<file path="src/usart_ctl_defines.vh">
// register map, field positions, reset values and codes for the serial control block
`ifndef USART_CTL_DEFINES_VH
`define USART_CTL_DEFINES_VH

// register indices; byte address is four times the index
`define RCV_SC_IDX        8'h13
`define XMT_SC_IDX        8'h15
`define IRQ_STAT_IDX      8'h18
`define IRQ_MASK_IDX      8'h19

// receive_status_control fields
`define RC_PORT_EN        7
`define RC_NINE_SEL       6
`define RC_SINGLE_EN      5
`define RC_CONT_EN        4
`define RC_FRAME_ERR      2
`define RC_OVERRUN        1
`define RC_NINTH_BIT      0

// transmit_status_control fields
`define TC_CLK_SRC        7
`define TC_NINE_SEL       6
`define TC_XMT_EN         5
`define TC_SYNC_MODE      4
`define TC_SR_EMPTY       1
`define TC_NINTH_BIT      0

// interrupt status and mask fields
`define IRQ_RX_WORD       0
`define IRQ_FRAME         1
`define IRQ_OVERRUN       2
`define IRQ_TX_EMPTY      3
`define IRQ_WIDTH         4

// reset values
`define RCV_SC_RESET      8'h00
`define XMT_SC_RESET      8'h00
`define IRQ_RESET         4'h0

// operating configurations
`define CFG_OFF           2'h0
`define CFG_ASYNC         2'h1
`define CFG_SYNC_MASTER   2'h2
`define CFG_SYNC_SLAVE    2'h3

`endif
</file>
<file path="src/usart_ctl.v">
// control and status registers and pin direction logic of the serial port
//
// Design decision made here: the Avalon-MM interface to the registers.
`timescale 1ns/1ns
// Function
// - async full duplex, sync master, sync slave
// - port enable claims both pins, else off
// - block drives both pin directions itself
// - clock source selects sync master or slave
// - separate nine-bit select per direction
// - ninth received bit readable in status
// - single receive takes one byte, self-clears
// - single receive ignored as sync slave
// - async continuous enable gates reception
// - sync continuous receive overrides single receive
// - framing flag refreshed on buffer read
// - overrun sticks until continuous enable cleared
// - unimplemented bits read as zero
`include "usart_ctl_defines.vh"

module usart_ctl (
	// clock and reset
	input  wire        clk_sys,
	input  wire        nrst,
	// avalon-mm slave
	input  wire [7:0]  address,
	input  wire        read,
	input  wire        write,
	input  wire [31:0] writedata,
	output reg  [31:0] readdata,
	output reg         waitrequest,
	// interrupt
	output reg         irq,
	// datapath status, same clock
	input  wire        rx_word_done,
	input  wire        rx_ninth_in,
	input  wire        rx_frame_err_in,
	input  wire        rx_overrun_in,
	input  wire        rx_buffer_read,
	input  wire        tsr_empty_in,
	input  wire        tx_data_in,
	input  wire        baud_clk_in,
	// datapath control
	output reg  [1:0]  config_mode,
	output reg         rx_active,
	output reg         tx_active,
	output reg         rx_nine,
	output reg         tx_nine,
	output reg         tx_ninth_bit,
	output reg         data_in,
	output reg         link_clk_rise,
	output reg         link_clk_fall,
	// receive_data_pin
	input  wire        data_pin_i,
	output reg         data_pin_o,
	output reg         data_pin_oe,
	// transmit_clock_pin
	input  wire        clk_pin_i,
	output reg         clk_pin_o,
	output reg         clk_pin_oe
);

////////////////////////////////////////////////////////////////////////////////
// register bits

reg        port_enable_r;
reg        receive_nine_bit_select_r;
reg        single_receive_enable_r;
reg        continuous_receive_enable_r;
reg        framing_error_flag_r;
reg        frame_err_pend_r;
reg        overrun_flag_r;
reg        receive_ninth_bit_r;
reg        clock_source_select_r;
reg        transmit_nine_bit_select_r;
reg        transmit_enable_r;
reg        sync_mode_r;
reg        shift_register_empty_r;
reg        transmit_ninth_bit_r;
reg [3:0]  irq_stat_r;
reg [3:0]  irq_mask_r;
reg        tsr_empty_d_r;

// pin synchronisers
reg        data_s1_r;
reg        data_s2_r;
reg        clk_s1_r;
reg        clk_s2_r;
reg        clk_s3_r;

function hit;
	input [7:0] addr;
	input [7:0] idx;
	begin
		hit = (addr == {idx[5:0], 2'b00});
	end
endfunction

localparam [7:0] RC_RST = `RCV_SC_RESET;

wire       acc    = (read | write) & ~waitrequest;
wire       wr     = write & ~waitrequest;
wire       wr_rc  = wr & hit(address, `RCV_SC_IDX);
wire       wr_tc  = wr & hit(address, `XMT_SC_IDX);
wire       wr_st  = wr & hit(address, `IRQ_STAT_IDX);
wire       wr_mk  = wr & hit(address, `IRQ_MASK_IDX);

////////////////////////////////////////////////////////////////////////////////
// configuration decode

reg  [1:0] cfg_nxt;
reg        rx_nxt;
reg        tx_nxt;
reg        single_eff;

always @* begin
	if (!port_enable_r)
		cfg_nxt = `CFG_OFF;
	else if (!sync_mode_r)
		cfg_nxt = `CFG_ASYNC;
	else if (clock_source_select_r)
		cfg_nxt = `CFG_SYNC_MASTER;
	else
		cfg_nxt = `CFG_SYNC_SLAVE;
	single_eff = (cfg_nxt == `CFG_SYNC_MASTER) & single_receive_enable_r;
	case (cfg_nxt)
		`CFG_ASYNC: begin
			rx_nxt = continuous_receive_enable_r;
			tx_nxt = transmit_enable_r;
		end
		`CFG_SYNC_MASTER, `CFG_SYNC_SLAVE: begin
			rx_nxt = continuous_receive_enable_r | single_eff;
			tx_nxt = transmit_enable_r & ~rx_nxt;
		end
		default: begin
			rx_nxt = 1'b0;
			tx_nxt = 1'b0;
		end
	endcase
end

////////////////////////////////////////////////////////////////////////////////
// bus slave: one wait cycle, then answer

always @(posedge clk_sys or negedge nrst) begin
	if (!nrst) begin
		waitrequest <= 1'b1;
		readdata    <= 32'h0000_0000;
	end else begin
		waitrequest <= ~((read | write) & waitrequest);
		if (read & waitrequest) begin
			if (hit(address, `RCV_SC_IDX))
				readdata <= {24'h00_0000, port_enable_r, receive_nine_bit_select_r,
					single_receive_enable_r, continuous_receive_enable_r, 1'b0,
					framing_error_flag_r, overrun_flag_r, receive_ninth_bit_r};
			else if (hit(address, `XMT_SC_IDX))
				readdata <= {24'h00_0000, clock_source_select_r, transmit_nine_bit_select_r,
					transmit_enable_r, sync_mode_r, 2'b00,
					shift_register_empty_r, transmit_ninth_bit_r};
			else if (hit(address, `IRQ_STAT_IDX))
				readdata <= {28'h000_0000, irq_stat_r};
			else if (hit(address, `IRQ_MASK_IDX))
				readdata <= {28'h000_0000, irq_mask_r};
			else
				readdata <= 32'h0000_0000;
		end
	end
end

////////////////////////////////////////////////////////////////////////////////
// control registers

always @(posedge clk_sys or negedge nrst) begin
	if (!nrst) begin
		port_enable_r               <= RC_RST[`RC_PORT_EN];
		receive_nine_bit_select_r   <= 1'b0;
		single_receive_enable_r     <= 1'b0;
		continuous_receive_enable_r <= 1'b0;
		clock_source_select_r       <= 1'b0;
		transmit_nine_bit_select_r  <= 1'b0;
		transmit_enable_r           <= 1'b0;
		sync_mode_r                 <= 1'b0;
		transmit_ninth_bit_r        <= 1'b0;
		irq_mask_r                  <= `IRQ_RESET;
	end else begin
		if (wr_rc) begin
			port_enable_r               <= writedata[`RC_PORT_EN];
			receive_nine_bit_select_r   <= writedata[`RC_NINE_SEL];
			single_receive_enable_r     <= writedata[`RC_SINGLE_EN];
			continuous_receive_enable_r <= writedata[`RC_CONT_EN];
		end else if (rx_word_done & single_eff & ~continuous_receive_enable_r) begin
			single_receive_enable_r     <= 1'b0;
		end
		if (wr_tc) begin
			clock_source_select_r       <= writedata[`TC_CLK_SRC];
			transmit_nine_bit_select_r  <= writedata[`TC_NINE_SEL];
			transmit_enable_r           <= writedata[`TC_XMT_EN];
			sync_mode_r                 <= writedata[`TC_SYNC_MODE];
			transmit_ninth_bit_r        <= writedata[`TC_NINTH_BIT];
		end
		if (wr_mk)
			irq_mask_r <= writedata[3:0];
	end
end

////////////////////////////////////////////////////////////////////////////////
// status flags

wire cont_clr = wr_rc & ~writedata[`RC_CONT_EN];
wire [3:0] ev = {tsr_empty_in & ~tsr_empty_d_r, rx_overrun_in, rx_frame_err_in & rx_word_done, rx_word_done};

always @(posedge clk_sys or negedge nrst) begin
	if (!nrst) begin
		framing_error_flag_r   <= 1'b0;
		frame_err_pend_r       <= 1'b0;
		overrun_flag_r         <= 1'b0;
		receive_ninth_bit_r    <= 1'b0;
		shift_register_empty_r <= 1'b1;
		tsr_empty_d_r          <= 1'b1;
		irq_stat_r             <= `IRQ_RESET;
	end else begin
		if (rx_word_done) begin
			frame_err_pend_r    <= rx_frame_err_in;
			receive_ninth_bit_r <= rx_ninth_in;
		end
		if (rx_buffer_read)
			framing_error_flag_r <= rx_word_done ? rx_frame_err_in : frame_err_pend_r;
		if (rx_overrun_in)
			overrun_flag_r <= 1'b1;
		else if (cont_clr)
			overrun_flag_r <= 1'b0;
		shift_register_empty_r <= tsr_empty_in;
		tsr_empty_d_r          <= tsr_empty_in;
		irq_stat_r <= ev | (irq_stat_r & ~(wr_st ? writedata[3:0] : 4'h0));
	end
end

////////////////////////////////////////////////////////////////////////////////
// link pin synchronisers and edge detect

always @(posedge clk_sys or negedge nrst) begin
	if (!nrst) begin
		data_s1_r     <= 1'b1;
		data_s2_r     <= 1'b1;
		clk_s1_r      <= 1'b1;
		clk_s2_r      <= 1'b1;
		clk_s3_r      <= 1'b1;
		data_in       <= 1'b1;
		link_clk_rise <= 1'b0;
		link_clk_fall <= 1'b0;
	end else begin
		data_s1_r     <= data_pin_i;
		data_s2_r     <= data_s1_r;
		clk_s1_r      <= clk_pin_i;
		clk_s2_r      <= clk_s1_r;
		clk_s3_r      <= clk_s2_r;
		data_in       <= data_s2_r;
		link_clk_rise <= (config_mode == `CFG_SYNC_SLAVE) & clk_s2_r & ~clk_s3_r;
		link_clk_fall <= (config_mode == `CFG_SYNC_SLAVE) & ~clk_s2_r & clk_s3_r;
	end
end

////////////////////////////////////////////////////////////////////////////////
// outputs to datapath and pins

always @(posedge clk_sys or negedge nrst) begin
	if (!nrst) begin
		config_mode  <= `CFG_OFF;
		rx_active    <= 1'b0;
		tx_active    <= 1'b0;
		rx_nine      <= 1'b0;
		tx_nine      <= 1'b0;
		tx_ninth_bit <= 1'b0;
		data_pin_o   <= 1'b1;
		data_pin_oe  <= 1'b0;
		clk_pin_o    <= 1'b1;
		clk_pin_oe   <= 1'b0;
		irq          <= 1'b0;
	end else begin
		config_mode  <= cfg_nxt;
		rx_active    <= rx_nxt;
		tx_active    <= tx_nxt;
		rx_nine      <= receive_nine_bit_select_r;
		tx_nine      <= transmit_nine_bit_select_r;
		tx_ninth_bit <= transmit_ninth_bit_r;
		irq          <= |(ev | (irq_stat_r & irq_mask_r)) & |((ev | irq_stat_r) & irq_mask_r);
		case (cfg_nxt)
			`CFG_ASYNC: begin
				data_pin_oe <= 1'b0;
				data_pin_o  <= 1'b1;
				clk_pin_oe  <= 1'b1;
				clk_pin_o   <= tx_nxt ? tx_data_in : 1'b1;
			end
			`CFG_SYNC_MASTER: begin
				data_pin_oe <= tx_nxt;
				data_pin_o  <= tx_data_in;
				clk_pin_oe  <= 1'b1;
				clk_pin_o   <= baud_clk_in;
			end
			`CFG_SYNC_SLAVE: begin
				data_pin_oe <= tx_nxt;
				data_pin_o  <= tx_data_in;
				clk_pin_oe  <= 1'b0;
				clk_pin_o   <= 1'b1;
			end
			default: begin
				data_pin_oe <= 1'b0;
				data_pin_o  <= 1'b1;
				clk_pin_oe  <= 1'b0;
				clk_pin_o   <= 1'b1;
			end
		endcase
	end
end

endmodule // usart_ctl

</file>
<file path="config.mk">
export PLATFORM = sky130hd
export DESIGN_NAME = usart_ctl
export DESIGN_NICKNAME = d
export VERILOG_FILES = /design/src/usart_ctl.v
export VERILOG_INCLUDE_DIRS = /design/src
export SDC_FILE = /design/constraint.sdc
export NUM_CORES = 1
export LEC_CHECK = 0
export BUFFER_PORTS_ARGS = -buffer_cell sky130_fd_sc_hd__clkbuf_2
export CELL_PAD_IN_SITES_DETAIL_PLACEMENT = 1
export CELL_PAD_IN_SITES_GLOBAL_PLACEMENT = 2
export CORE_MARGIN = 4
export CORE_UTILIZATION = 29
export DETAILED_ROUTE_END_ITERATION = 6
export GPL_TIMING_DRIVEN = 0
export PLACE_DENSITY_LB_ADDON = 0.15
export SETUP_SLACK_MARGIN = 0.4
export SLEW_MARGIN = 10
export SYNTH_ARGS = -nofsm -noshare
export SYNTH_HDL_FRONTEND = slang
export SYNTH_SLANG_ARGS = --single-unit
export TNS_END_PERCENT = 10
</file>
<file path="constraint.sdc">
create_clock -name clk_sys -period 1.9 [get_ports clk_sys]
set_input_delay 0.095 -clock clk_sys [delete_from_list [all_inputs] [get_ports clk_sys]]
set_output_delay 0.095 -clock clk_sys [all_outputs]
set_load 0.02 [all_outputs]
</file>
==> Word-level counts from Yosys, hierarchy flattened <==
Cells that the tools add are included.
W data, S select, Z words.
{ "totals": {"ff_bits": 75, "latch_bits": 0, "mem_bits_rw": 0, "mem_bits_ro": 0, "input_bits": 54, "output_inout_bits": 48, "wordCells": 107, "n_memories": 0} }
{ "op_classes": {"add_sub_neg": 0, "multipliers": 0, "div_mod_pow": 0, "magnitude_cmp": 0, "n_eq_ne": 8, "n_shift": 0, "mux": 20, "bitwise": 36, "n_reduce_logical": 6} }
{ "ops": {"columns": ["cell", "n"], "rows": [
  ["$eq A8 B7 Y1 const B", 4],
  ["$and A1 B1 Y1", 19],
  ["$mux W8", 2],
  ["$and A4 B4 Y4", 3],
  ["$mux W4", 3],
  ["$or A4 B4 Y4", 3],
  ["$mux W1", 10],
  ["$not A1 Y1", 8],
  ["$reduce_or A4 Y1", 2],
  ["$eq A2 B2 Y1 const B", 3],
  ["$pmux W1 S2", 3],
  ["$mux W2", 2],
  ["$not A4 Y4", 1],
  ["$reduce_bool A2 Y1", 2],
  ["$reduce_or A2 Y1", 2],
  ["$eq A2 B1 Y1 const B", 1],
  ["$or A1 B1 Y1", 2]
]} }

==> Depth between registers and ports, before layout <==
{ "depth": {"ltp_word": 11, "mapped_depth": 4} }

==> Worst setup path after synthesis <==
Ideal clock, no wire load.
{ "synth_path": {"kind": "reg2reg", "startpoint": "register waitrequest", "endpoint": "register clock_source_select_r", "t_arrival_ps": 1408, "required_ps": 1775, "slack_ps": 367, "path_stages_with_launch": 5, "path_buffers": 1, "period_less_slack_ps": 1533, "cell_sequence": "dfstp_2 > and2b_1 > and4_4 > buf_6 > mux2_4"} }
{ "synth_between": {"elab_chain_len": 3} }
{ "synth_lines": {"columns": ["item", "line", "text"], "rows": [
  ["start, declared", "usart_ctl.v:31", "output reg waitrequest,"],
  ["start signal, assigned", "usart_ctl.v:150", "waitrequest <= ~((read | write) & waitrequest);"],
  ["$not A1 Y1", "usart_ctl.v:102", "wire wr = write & ~waitrequest;"],
  ["$and A1 B1 Y1", "usart_ctl.v:102", null],
  ["$and A1 B1 Y1", "usart_ctl.v:104", "wire wr_tc = wr & hit(address, `XMT_SC_IDX);"],
  ["end signal, assigned", "usart_ctl.v:195", "clock_source_select_r <= writedata[`TC_CLK_SRC];"],
  ["end, declared", "usart_ctl.v:74", "reg clock_source_select_r;"]
]} }
No other way between the ends.
A chain may end at the register's enable or synchronous reset.

==> Worst setup path in the final report <==
{ "layout_path": {"startpoint": "register waitrequest", "endpoint": "register port_enable_r"} }
{ "layout_between": {"elab_chain_len": 3} }
{ "layout_lines": {"columns": ["item", "line", "text"], "rows": [
  ["$not A1 Y1", "usart_ctl.v:102", null],
  ["$and A1 B1 Y1", "usart_ctl.v:102", null],
  ["$and A1 B1 Y1", "usart_ctl.v:103", "wire wr_rc = wr & hit(address, `RCV_SC_IDX);"],
  ["end signal, assigned", "usart_ctl.v:175", "port_enable_r <= RC_RST[`RC_PORT_EN];"],
  ["end signal, assigned", "usart_ctl.v:187", "port_enable_r <= writedata[`RC_PORT_EN];"],
  ["end, declared", "usart_ctl.v:66", "reg port_enable_r;"]
]} }
No other way between the ends.

==> impl_results.md <==
- 1st-iter DRT viols: 36
- Maximum vdd drop: 364 µV
- Root buffer cell: clkbuf_8
- Post-Route WL: 5650 µm
- Die Height: 97.6 µm
- Max Slew Vio Count: 0
- WP data required: 2.09 ns
- Pleak: 1.49 nW
- Num rows: 32
- Routed Antenna Nets: 0
- I/O Pins: 102
- Crit Path Max Fanout: 6
- Final global-route overflow total: 0
- Max Cap Viol: 0
- Worst-skew pair later-pin latency: 0.30 ns
- Post-synth cell types: 39
- Yosys Warn Count: 0
- Measured slew at the worst slew-check pin: 0.874 ns
- Post-synthesis sequential area ratio: 55.3%
- Total track usage: 12.3%
- Hold WC Path Type: primary input to flip-flop
- # port buffers: 52
- Clock Skew: 0.00738 ns
- Critical path class: flip-flop to flip-flop
- Vias per inst: 4.48
- Status: finished clean
- Crit end category: flip-flop
- First-pass GRT wire length: 9410 µm
- Multi-input logic area: 887 µm²
- Fmax: 0.667 GHz
- Post-DP Area: 0.00281 mm²
- Reg clk slew, reported paths: 0.10 ns
- Final instance area: 0.00301 mm²
- Register area: 0.00129 mm²
- Mapped Cells: 186
- ANT cells: 0
- Slew headroom: 40.9%
- Synth Cell Area: 0.00233 mm²
- RSZ-0062 raised after global routing: true
- Post-Syn Area per Cell: 12.5 µm²
- Post-DP HPWL: 4240 µm
- Largest net degree at the start of global routing: 52
- Final period util: 78.9%
- Initial Utilization: 30.0%
- Final worst path period need: 1.50 ns
- Ratio of cells with drive above 1 in the final layout: 45.0%
- Most common cell after layout, fill and taps aside: clkbuf_2
- Routability congestion estimate from global placement: 0.730
- Die area: 0.00953 mm²
- CTS tree: yes
- Most frequent cells in the layout: clkbuf_2 (51), dfrtp_1 (41), buf_4 (27)
- Num CTS Buffers: 5
- DRC: 0
- Power density over the cells: 725 mW/mm²
- Clock sinks: 51
- Die Wd: 97.6 µm
- Initial antenna violation count: 0
- Final net count: 331
- Hold Path Depth: 2
- Critical Path AT: 1.69 ns
- Tot Pwr: 0.00218 W
- Area Growth Syn to Fin: 29.1%
- H-tree depth: 2
- Maximum clock insertion buffer count: 2
- Worst Slack Setup Final: 0.401 ns
- Register bit total from synthesis: 51
- Number of vias in the routed layout: 1,704
- Filler cells: 894
- Core area: 0.00777 mm²
- Final Hold Vio Count: 0
- Fin Setup TNS: 0 ns
- CP startpoint kind: flip-flop
- Final Setup Violations: 0
- Pre-antenna DRT Iters: 4
- Wirelength per Cell: 14.9 µm
- Worst r2r path cells: 3
- Vias in the first global route: 1,799
- Setup WS pre-CTS: 0.368 ns
- Post-CTS Resized: 0
==> metal layers <==
layer	GRT usage [%]	share of wire [%]	wire length, µm	vias to the layer above
met2	20.3	50	2800	45
met3	3.30	5.6	314	4
li1	-	-	-	809
met5	0	0	0	-
met4	2.56	0.71	40	0
met1	16.1	44	2490	846
==> worst paths after layout <==
path	start	to	slack, ns
worst max-delay path	waitrequest	port_enable_r	0.40
worst min-delay path	rx_ninth_in	receive_ninth_bit_r	0.02
worst max register to register	waitrequest	port_enable_r	0.40
worst min register to register	data_s2_r	data_in	0.36
max in group asynchronous	nrst	overrun_flag_r	1.03
min in group asynchronous	nrst	link_clk_fall	0.39
==> state kept, by name, indices dropped and copies added, names as in the netlist, 2 cells and up <==
name	count
readdata	8
irq_mask_r	4
config_mode	2
irq_stat_r	4
==> Yosys cell counts <==
master | n | area share, %
a21boi_0 | 1 | 0.32
a21o_1 | 4 | 1.3
a21oi_1 | 2 | 0.43
a221o_1 | 4 | 1.7
a22o_1 | 1 | 0.38
a31oi_1 | 1 | 0.27
a41oi_1 | 1 | 0.38
and2_1 | 6 | 1.6
and2b_1 | 1 | 0.32
and3_1 | 2 | 0.54
and4_1 | 1 | 0.38
and4_4 | 3 | 1.5
and4bb_1 | 1 | 0.54
and4bb_2 | 1 | 0.54
and4bb_4 | 1 | 0.70
buf_2 | 2 | 0.43
buf_4 | 25 | 8.1
buf_6 | 2 | 0.97
clkbuf_1 | 1 | 0.16
conb_1 | 1 | 0.16
dfrtp_1 | 41 | 44
dfstp_2 | 10 | 11
inv_1 | 4 | 0.64
mux2_2 | 9 | 4.4
mux2_4 | 8 | 5.2
mux2i_1 | 3 | 1.3
nand2_1 | 10 | 1.6
nand2b_1 | 1 | 0.27
nand3_1 | 2 | 0.43
nand4_1 | 16 | 4.3
nor2_1 | 3 | 0.48
nor2b_1 | 3 | 0.81
nor3_2 | 1 | 0.43
nor3b_1 | 4 | 1.3
nor3b_2 | 1 | 0.54
nor4b_1 | 1 | 0.38
o2111ai_1 | 1 | 0.38
o21ai_0 | 6 | 1.3
o32ai_1 | 1 | 0.38
==> metrics by stage <==
stage	hold WS, ns	std cells	utilization [%]
global route	0.0211	380	38.7
finish	0.0179	380	38.7
floorplan	-0.201	209	-
CTS	0.00741	380	38.7
detailed placement	0.189	363	36.1
global placement	0.188	363	36.1
==> cells by family (layout without fill, tap and decap cells) <==
| group | Yosys count | count (layout) | share of synthesized area [%] |
|---|---|---|---|
| flops | 51 | 51 | 55.3 |
| buf+inv | 34 | 103 | 10.3 |
| simple gates | 58 | 58 | 16.6 |
| other cells | 1 | 24 | 0.161 |
| compound gates | 22 | 22 | 6.83 |
| mux | 20 | 20 | 10.8 |
==> what timing repair did <==
item,CTS,global route
hold buffers,7,0
setup buffers,2,0
endpoints found under the hold margin,46,0
setup endpoints to repair,7,15
==> critical path, stage by stage (launching register included) <==
cell and delay [ns]:
dfstp_2 0.57, and2b_1 0.24, nand4_1 0.22, mux2_2 0.37
==> cell type report <==
class / instances / area share [%]
buffer: 30 / 7.45
clock buffer: 5 / 2.29
clock inverter: 3 / 1.54
inverter: 4 / 0.500
multi-input combinational: 124 / 29.5
sequential: 51 / 42.9
tap: 102 / 4.25
timing repair buffer: 61 / 11.6
==> power by group <==
group	leakage, nW	internal (W)	switching (W)	total, W
Clock	0.0548	0.000397	0.000367	0.000764
Sequential	0.638	0.00112	0.0000207	0.00115
Combinational	0.797	0.000116	0.000155	0.000270
No activity file was read; power rests on OpenSTA's default activity.
